**src/logic/dsg_consts.vh**
```
// constants for the deep-sleep clock gating block
`ifndef DSG_CONSTS_VH
`define DSG_CONSTS_VH
`define DSG_OFF_RUN_GATE    12'h100
`define DSG_OFF_SLEEP_GATE  12'h110
`define DSG_OFF_DEEP_GATE   12'h124
`define DSG_OFF_RUN_CFG     12'h060
`define DSG_OFF_POWER_MODE  12'h200
`define DSG_OFF_INT_STATUS  12'h204
`define DSG_OFF_INT_MASK    12'h208
`define DSG_OFF_ACTIVE      12'h20c
`define DSG_GATE_MASK       32'h010f1037
`define DSG_GATE_RESET      32'h00000000
`define DSG_BIT_COMPARATOR0 24
`define DSG_BIT_COUNTER0    16
`define DSG_BIT_TWO_WIRE0   12
`define DSG_BIT_SYNC0       4
`define DSG_BIT_ASYNC0      0
`define DSG_BIT_AUTO_GATE   27
`define DSG_MODE_RUN        2'h0
`define DSG_MODE_SLEEP      2'h1
`define DSG_MODE_DEEP       2'h2
`define DSG_INT_FAULT       0
`define DSG_INT_CHANGE      1
`define DSG_INT_MASK        32'h00000003
`define DSG_RESP_OKAY       2'h0
`define DSG_RESP_SLVERR     2'h2
`define DSG_RESP_DECERR     2'h3
`define DSG_NUM_PERIPH      12
`endif

```
**src/logic/dsg_clock_gate.v**
```verilog
// glitch-free clock gating cell: enable captured on the falling edge of the clock
module dsg_clock_gate (
	// clock and enable
	input  wire clk_in,
	input  wire enable,
	// gated clock
	output wire clk_out
);
	reg en_reg;

	// enable retimed on the falling edge, so it only moves while the clock is low
	// a flop instead of a latch: half a cycle of lag, but no open transparent window
	always @(negedge clk_in) begin
		en_reg <= enable;
	end

	assign clk_out = clk_in & en_reg;
endmodule

```
**src/logic/dsg_top.v**
```verilog
// deep-sleep clock gating control with axi4-lite registers
//
// Functional notes
// - set bit clocks its peripheral, clear bit disables
// - access to unclocked peripheral answers bus fault
// - deep-sleep gate register resets to zero
// - run, sleep, deep-sleep registers chosen per mode
// - sleep registers used only with auto gating
// - bit 24 gates analog comparator 0
// - bits 19..16 gate timers 3..0
// - bit 12 gates two-wire module 0
// - bits 5..4 gate sync serial 1..0
// - bits 2..0 gate async serial 2..0
// - unused bits read zero, ignore writes
// - deep-sleep gate register at offset 0x124
`include "dsg_consts.vh"
module dsg_top (
	// clock and reset
	input  wire        aclk,
	input  wire        aresetn,
	// axi4-lite write address
	input  wire [11:0] s_axi_awaddr,
	input  wire        s_axi_awvalid,
	output reg         s_axi_awready,
	// axi4-lite write data
	input  wire [31:0] s_axi_wdata,
	input  wire [3:0]  s_axi_wstrb,
	input  wire        s_axi_wvalid,
	output reg         s_axi_wready,
	// axi4-lite write response
	output reg  [1:0]  s_axi_bresp,
	output reg         s_axi_bvalid,
	input  wire        s_axi_bready,
	// axi4-lite read address
	input  wire [11:0] s_axi_araddr,
	input  wire        s_axi_arvalid,
	output reg         s_axi_arready,
	// axi4-lite read data
	output reg  [31:0] s_axi_rdata,
	output reg  [1:0]  s_axi_rresp,
	output reg         s_axi_rvalid,
	input  wire        s_axi_rready,
	// peripheral access check from the system fabric
	input  wire        periph_access,
	input  wire [3:0]  periph_select,
	output reg         periph_fault,
	// peripheral clock enables and gated clocks
	output reg  [31:0] gate_enable,
	output wire [11:0] periph_clk,
	// interrupt
	output reg         irq
);
	reg  [31:0] run_gate_ctrl_1_reg;
	reg  [31:0] sleep_gate_ctrl_1_reg;
	reg  [31:0] deep_sleep_gate_ctrl_1_reg;
	reg  [31:0] run_clock_config_reg;
	reg  [1:0]  power_mode_reg;
	reg  [31:0] int_status_reg;
	reg  [31:0] int_mask_reg;
	reg  [31:0] gate_next;
	reg  [11:0] aw_addr_reg;
	reg         aw_held_reg;
	reg  [31:0] w_data_reg;
	reg  [3:0]  w_strb_reg;
	reg         w_held_reg;
	reg  [31:0] rd_data;
	reg  [1:0]  rd_resp;
	reg         wr_known;
	reg  [31:0] wr_word;
	reg  [31:0] ev_set;
	wire        auto_clock_gating;
	wire        wr_fire;
	wire [11:0] wr_addr;
	wire [31:0] wr_data;
	wire [3:0]  wr_strb;
	wire [11:0] periph_en;

	// gate bit positions at the width of a bit index
	localparam [4:0] pos_async0      = `DSG_BIT_ASYNC0;
	localparam [4:0] pos_sync0       = `DSG_BIT_SYNC0;
	localparam [4:0] pos_two_wire0   = `DSG_BIT_TWO_WIRE0;
	localparam [4:0] pos_counter0    = `DSG_BIT_COUNTER0;
	localparam [4:0] pos_comparator0 = `DSG_BIT_COMPARATOR0;

	// merge byte lanes onto an old word, keeping only the bits set in keep
	function [31:0] dsg_merge;
		input [31:0] old_val;
		input [31:0] new_val;
		input [3:0]  strb;
		input [31:0] keep;
		integer i;
		begin
			dsg_merge = old_val;
			for (i = 0; i < 4; i = i + 1) begin
				if (strb[i])
					dsg_merge[i*8 +: 8] = new_val[i*8 +: 8];
			end
			dsg_merge = dsg_merge & keep;
		end
	endfunction

	// map a peripheral index onto its gate bit
	function [4:0] dsg_bit;
		input [3:0] sel;
		begin
			case (sel)
				4'h0: dsg_bit = pos_async0;
				4'h1: dsg_bit = pos_async0 + 5'd1;
				4'h2: dsg_bit = pos_async0 + 5'd2;
				4'h3: dsg_bit = pos_sync0;
				4'h4: dsg_bit = pos_sync0 + 5'd1;
				4'h5: dsg_bit = pos_two_wire0;
				4'h6: dsg_bit = pos_counter0;
				4'h7: dsg_bit = pos_counter0 + 5'd1;
				4'h8: dsg_bit = pos_counter0 + 5'd2;
				4'h9: dsg_bit = pos_counter0 + 5'd3;
				4'ha: dsg_bit = pos_comparator0;
				default: dsg_bit = 5'd3;
			endcase
		end
	endfunction

	assign auto_clock_gating = run_clock_config_reg[`DSG_BIT_AUTO_GATE];

	// run register outside low-power modes; sleep banks only with auto gating
	always @* begin
		gate_next = run_gate_ctrl_1_reg;
		if (auto_clock_gating) begin
			case (power_mode_reg)
				`DSG_MODE_SLEEP: gate_next = sleep_gate_ctrl_1_reg;
				`DSG_MODE_DEEP:  gate_next = deep_sleep_gate_ctrl_1_reg;
				default:         gate_next = run_gate_ctrl_1_reg;
			endcase
		end
	end

	// write channel: address and data taken in either order
	assign wr_fire = aw_held_reg & w_held_reg & ~s_axi_bvalid;
	assign wr_addr = aw_held_reg ? aw_addr_reg : s_axi_awaddr;
	assign wr_data = w_held_reg ? w_data_reg : s_axi_wdata;
	assign wr_strb = w_held_reg ? w_strb_reg : s_axi_wstrb;

	always @* begin
		wr_known = 1'b1;
		wr_word = 32'h00000000;
		case (wr_addr)
			`DSG_OFF_RUN_GATE:   wr_word = run_gate_ctrl_1_reg;
			`DSG_OFF_SLEEP_GATE: wr_word = sleep_gate_ctrl_1_reg;
			`DSG_OFF_DEEP_GATE:  wr_word = deep_sleep_gate_ctrl_1_reg;
			`DSG_OFF_RUN_CFG:    wr_word = run_clock_config_reg;
			`DSG_OFF_POWER_MODE: wr_word = {30'h00000000, power_mode_reg};
			`DSG_OFF_INT_STATUS: wr_word = int_status_reg;
			`DSG_OFF_INT_MASK:   wr_word = int_mask_reg;
			`DSG_OFF_ACTIVE:     wr_word = gate_enable;
			default:             wr_known = 1'b0;
		endcase
	end

	// interrupt events: blocked access and a change of applied gates
	always @* begin
		ev_set = 32'h00000000;
		ev_set[`DSG_INT_FAULT] = periph_access & ~gate_enable[dsg_bit(periph_select)];
		ev_set[`DSG_INT_CHANGE] = (gate_next != gate_enable);
	end

	always @(posedge aclk) begin
		if (!aresetn) begin
			s_axi_awready <= 1'b0;
			s_axi_wready <= 1'b0;
			s_axi_bvalid <= 1'b0;
			s_axi_bresp <= `DSG_RESP_OKAY;
			aw_held_reg <= 1'b0;
			w_held_reg <= 1'b0;
			aw_addr_reg <= 12'h000;
			w_data_reg <= 32'h00000000;
			w_strb_reg <= 4'h0;
			run_gate_ctrl_1_reg <= `DSG_GATE_RESET;
			sleep_gate_ctrl_1_reg <= `DSG_GATE_RESET;
			deep_sleep_gate_ctrl_1_reg <= `DSG_GATE_RESET;
			run_clock_config_reg <= 32'h00000000;
			power_mode_reg <= `DSG_MODE_RUN;
			int_status_reg <= 32'h00000000;
			int_mask_reg <= 32'h00000000;
		end else begin
			s_axi_awready <= 1'b0;
			s_axi_wready <= 1'b0;
			// ready pulses in the accept cycle; held copies cover the lag
			if (s_axi_awvalid & ~aw_held_reg & ~s_axi_awready & ~s_axi_bvalid) begin
				aw_held_reg <= 1'b1;
				aw_addr_reg <= s_axi_awaddr;
				s_axi_awready <= 1'b1;
			end
			if (s_axi_wvalid & ~w_held_reg & ~s_axi_wready & ~s_axi_bvalid) begin
				w_held_reg <= 1'b1;
				w_data_reg <= s_axi_wdata;
				w_strb_reg <= s_axi_wstrb;
				s_axi_wready <= 1'b1;
			end
			if (wr_fire) begin
				aw_held_reg <= 1'b0;
				w_held_reg <= 1'b0;
				s_axi_bvalid <= 1'b1;
				s_axi_bresp <= wr_known ? `DSG_RESP_OKAY : `DSG_RESP_DECERR;
				case (wr_addr)
					`DSG_OFF_RUN_GATE:
						run_gate_ctrl_1_reg <= dsg_merge(wr_word, wr_data, wr_strb,
							`DSG_GATE_MASK);
					`DSG_OFF_SLEEP_GATE:
						sleep_gate_ctrl_1_reg <= dsg_merge(wr_word, wr_data, wr_strb,
							`DSG_GATE_MASK);
					// only gate bits are stored, rest read zero
					`DSG_OFF_DEEP_GATE:
						deep_sleep_gate_ctrl_1_reg <= dsg_merge(wr_word, wr_data, wr_strb,
							`DSG_GATE_MASK);
					`DSG_OFF_RUN_CFG:
						run_clock_config_reg <= dsg_merge(wr_word, wr_data, wr_strb,
							32'h08000000);
					`DSG_OFF_POWER_MODE:
						if (wr_strb[0] && wr_data[1:0] != 2'h3)
							power_mode_reg <= wr_data[1:0];
					`DSG_OFF_INT_MASK:
						int_mask_reg <= dsg_merge(wr_word, wr_data, wr_strb, `DSG_INT_MASK);
					default: ;
				endcase
			end else if (s_axi_bvalid & s_axi_bready) begin
				s_axi_bvalid <= 1'b0;
			end
			// write-one-to-clear, a new event wins over the clear
			if (wr_fire & (wr_addr == `DSG_OFF_INT_STATUS))
				int_status_reg <= ((int_status_reg & ~dsg_merge(32'h00000000, wr_data,
					wr_strb, `DSG_INT_MASK)) | ev_set) & `DSG_INT_MASK;
			else
				int_status_reg <= (int_status_reg | ev_set) & `DSG_INT_MASK;
		end
	end

	// read channel
	always @* begin
		rd_resp = `DSG_RESP_OKAY;
		case (s_axi_araddr)
			`DSG_OFF_RUN_GATE:   rd_data = run_gate_ctrl_1_reg;
			`DSG_OFF_SLEEP_GATE: rd_data = sleep_gate_ctrl_1_reg;
			`DSG_OFF_DEEP_GATE:  rd_data = deep_sleep_gate_ctrl_1_reg & `DSG_GATE_MASK;
			`DSG_OFF_RUN_CFG:    rd_data = run_clock_config_reg;
			`DSG_OFF_POWER_MODE: rd_data = {30'h00000000, power_mode_reg};
			`DSG_OFF_INT_STATUS: rd_data = int_status_reg;
			`DSG_OFF_INT_MASK:   rd_data = int_mask_reg;
			`DSG_OFF_ACTIVE:     rd_data = gate_enable;
			default: begin
				rd_data = 32'h00000000;
				rd_resp = `DSG_RESP_DECERR;
			end
		endcase
	end

	always @(posedge aclk) begin
		if (!aresetn) begin
			s_axi_arready <= 1'b0;
			s_axi_rvalid <= 1'b0;
			s_axi_rdata <= 32'h00000000;
			s_axi_rresp <= `DSG_RESP_OKAY;
		end else begin
			s_axi_arready <= 1'b0;
			if (s_axi_arvalid & ~s_axi_arready & ~s_axi_rvalid) begin
				s_axi_arready <= 1'b1;
				s_axi_rvalid <= 1'b1;
				s_axi_rdata <= rd_data;
				s_axi_rresp <= rd_resp;
			end else if (s_axi_rvalid & s_axi_rready) begin
				s_axi_rvalid <= 1'b0;
			end
		end
	end

	// applied enables, fault answer and interrupt, all registered
	always @(posedge aclk) begin
		if (!aresetn) begin
			gate_enable <= `DSG_GATE_RESET;
			periph_fault <= 1'b0;
			irq <= 1'b0;
		end else begin
			gate_enable <= gate_next & `DSG_GATE_MASK;
			// judged on the gates applied now, not on the bank about to be applied
			periph_fault <= periph_access & ~gate_enable[dsg_bit(periph_select)];
			irq <= |(int_status_reg & int_mask_reg);
		end
	end

	assign periph_en = {gate_enable[pos_comparator0],
		gate_enable[pos_counter0 + 5'd3 : pos_counter0],
		gate_enable[pos_two_wire0],
		gate_enable[pos_sync0 + 5'd1 : pos_sync0],
		gate_enable[pos_async0 + 5'd2 : pos_async0], 1'b0};

	// one cell per peripheral; index 0 is an unused spare tied off
	genvar g;
	generate
		for (g = 0; g < `DSG_NUM_PERIPH; g = g + 1) begin : gate_cells
			dsg_clock_gate u_gate (
				.clk_in  (aclk),
				.enable  (periph_en[g]),
				.clk_out (periph_clk[g])
			);
		end
	endgenerate
endmodule

```
**config.mk**
```make
export PLATFORM = sky130hd
export DESIGN_NAME = dsg_top
export DESIGN_NICKNAME = d
export VERILOG_FILES = /design/src/logic/dsg_clock_gate.v /design/src/logic/dsg_top.v
export VERILOG_INCLUDE_DIRS = /design/src /design/src/logic
export SDC_FILE = /design/constraint.sdc
export NUM_CORES = 1
export LEC_CHECK = 0
export BUFFER_PORTS_ARGS = -buffer_cell sky130_fd_sc_hd__buf_4
export CORE_MARGIN = 3
export CORE_UTILIZATION = 45
export DETAILED_ROUTE_END_ITERATION = 10
export PLACE_DENSITY = 0.69
export SYNTH_ARGS = -nofsm -noshare
export SYNTH_HDL_FRONTEND = slang
export SYNTH_SLANG_ARGS = --single-unit
```
**constraint.sdc**
```tcl
create_clock -name aclk -period 2.8 [get_ports aclk]
set_input_delay 0.42 -clock aclk [delete_from_list [all_inputs] [get_ports aclk]]
set_output_delay 0.42 -clock aclk [all_outputs]
set_load 0.005 [all_outputs]
```
==> results.md <==
- Flop pwr share: approximately a third
- Final hold vios: 0
- GRT Overall Usage: 22.1%
- Clock power frac: 56.1%
- Leakage: roughly 3.2 nW
- Proportion of layout cells with a drive suffix above 1: 23.2%
- Crit start category: flip-flop
- Internal power: 3.65 mW
- Drt pass-1 iters: 6
- Worst EP arrival: between 2000 and 3000 ps
- Fin nets: 935
- Largest area contributor in the netlist: dfxtp_1
- Antenna Nets Post-Route: 0
- Hold Startpoint: s_axi_awaddr[3]
- GPL Wtd Cong: 0.849
- Hold-fix buffers at CTS: 0
- Design Area, Final: 0.00773 sq mm
- P per Cell Area: 640 mW/mm^2
- WL/cell: roughly 16 microns
- # rows: between 40 and 50
- IO Port Bufs: 96
- Largest net degree at the start of global routing: 60
- CTS tree: yes
- Setup ws final: -154 ps
- Net Sw Power: 1.30 mW
- Via count: 5,640
- DP HPWL: 11.5 mm
- Syn avg cell area: ~8.1 sq um
- Pins Over Slew Limit: 0
- Peak VDD IR: between 0.3 and 0.4 mV
- Cell Area, Placed: 0.00687 sq mm
- Grt ovf: 0
- Synth Register Bits: roughly 110
- Clock slew at reported path FFs: 60 ps
- Die width: between 100 and 150 microns
- Drt drc: 0
- Syn Inst Count: 769
- Synth-to-Final Area Change: 24.1%
- Initial DRC count: around 420
- Yosys cell types: 73
- Die area: approximately 0.015 sq mm
- RSZ-0062 raised after global routing: true
- Core Footprint: roughly 0.013 sq mm
- Clock Latency Late Sink: 590 ps
- FF-to-FF Start: aw_held_reg
- Vias in the first global route: 5,280
- Sequential area share after synthesis: 36.3%
- Die height: approximately 120 microns
- Hold Path Class: in2reg
- Gate power share: 9.7%
- Mapped Area: between 0.006 and 0.007 sq mm
- DR vias/cell: 5.38
- Number of synthesis warnings: 0
- Worst-margin pin slew: 1000 ps
- Number of synthesized flops with an enable pin: 0
- Status: complete, but fails checks
- Post-Layout Cell Count: between 1,000 and 1,500
- Area share of the largest cell type after synthesis: 36.3%
- Final WL: 16.5 mm
- Reg2reg setup slack: 210 ps
- Setup violators final: 22
- Io pins: ~160
- Slew HR: roughly a third
- Top cells by area, synth: dfxtp_1 (36%), nand2_1 (8.9%), buf_4 (8.2%)
- Top_reg_cell synth: dfxtp_1
- Max Cap Viol: 0
- Critical path peak fanout: 1
- Asr flop ratio synth: 0%
- Dpl cells: 997
- Setup TNS: -1450 ps
- Initial antenna violation count: 0
- Initial Util: 46.5%
- Failing checks: setup timing
- Post-CTS Setup Bufs: 0
- Final Skew: 54.8 ps
- Global-route wire length before repair: 26.0 mm
- Sw Share: 26.2%
- Final hold slack: 140 ps
- Crit Path Class: reg2out
- CP endpoint kind: primary output
- CP Launch Point: gate_cells[3].u_gate.en_reg
- Critical Path RT: 2380 ps
- Pre-CTS WS: around 53 ps
- ANT cells: 0
==> Yosys cell counts, types with 3 or more instances <==
library cell  count
a21o_1            7
a21oi_1          46
a221o_1          10
a222oi_1          9
a22oi_1          16
and2_1           17
and3_1            6
and3b_1           4
buf_2             3
buf_4            68
buf_6             4
clkbuf_1         34
dfxtp_1         113
ha_1              6
inv_1            17
mux2_2            6
mux2i_1          19
nand2_1         148
nand2b_1          4
nand3_1          13
nand3b_1          3
nand4_1           3
nor2_1           42
nor3_1            4
nor3b_1           5
nor4_1           12
nor4b_1           8
o211ai_1          3
o21ai_0          47
o21ai_1           9
o22ai_1           5
o31ai_1          10
or3b_2            3
or4_1             3
or4b_1            3
xnor2_1          11
==> layer usage <==
metal  GRT usage (%)  share of wire [%]
met1            29.7                 46
met2            31.0                 43
met3            7.36                8.2
met4            12.5                2.2
met5               0                  0
==> timing repair <==
action	4_1_cts	5_1_grt
setup endpoints to repair	22	33
resized for setup	9	9
endpoints found under the hold margin	0	0
pin swaps	10	2
==> cells in the final DEF (no fill, tap or decap), drive strengths merged, types with 4 or more instances in the layout <==
master  count
nand2b      4
a21oi      47
clkinv      7
and3        6
a21o        7
o31ai      13
xnor2      11
nand3      13
buf       121
mux2i      19
a222oi      9
nor2       42
dfxtp     113
nor3        5
ha          6
or3b        5
mux2        7
clkbuf     27
nor4       13
nor4b       8
a22oi      16
conb       42
nand2     149
and2       17
o22ai       5
inv        34
nor3b       5
o21ai      56
and3b       4
a221o      10
or4b        5
==> power groups by stage <==
stage / registers (mW) / logic (mW) / clock network (mW)
2_1_floorplan: 1.71 / 0.354 / 0.0529
3_3_place_gp: 1.72 / 0.469 / 0.0285
3_5_place_dp: 1.73 / 0.474 / 0.0285
4_1_cts: 1.69 / 0.477 / 2.81
5_1_grt: 1.70 / 0.537 / 2.92
6_report: 1.69 / 0.479 / 2.78
==> area by class of cell <==
cell class              count  area, sq um
flip-flops and latches    113         2270
repair buffers            110          851
fillers                  1241         5670
well taps                 176          220
clock inverters            25          166
multi-input cells         569         3400
inverters                  17         63.8
clock buffers              38          763
==> final timing paths <==
path                                                  endpoint  cells after the start
worst max-delay path                             periph_clk[3]                      2
worst min-delay path                            aw_addr_reg[3]                      3
worst max register to register  deep_sleep_gate_ctrl_1_reg[24]                      7
worst min register to register                   w_strb_reg[0]                      2
==> cells by family after synthesis <==
family                     count (synthesis)  share of synthesized area, %
DFF                                      113                          36.3
buffers and inverters                    128                          12.3
other                                      1                        0.0601
xor gates and xnor gates                  12                          1.69
and+or+nand+nor                          293                          22.9
adders and majority gates                  6                          1.20
AOI/OAI and AO/OA                        188                          20.4
muxes                                     28                          5.04
==> worst max-delay path: stages, from the launching register on <==
cell and delay (ps):
dfxtp_2 310, and2_4 130, buf_6 110
==> through the flow <==
stage / power [mW] / util [%]
finish: 4.95 / 57.7
global route: 5.15 / 57.7
CTS: 4.98 / 57.5
detailed placement: 2.23 / 51.2
global placement: 2.22 / 51.2
floorplan: 2.12 / -
Note: power is estimated with default switching activity, not from simulation.
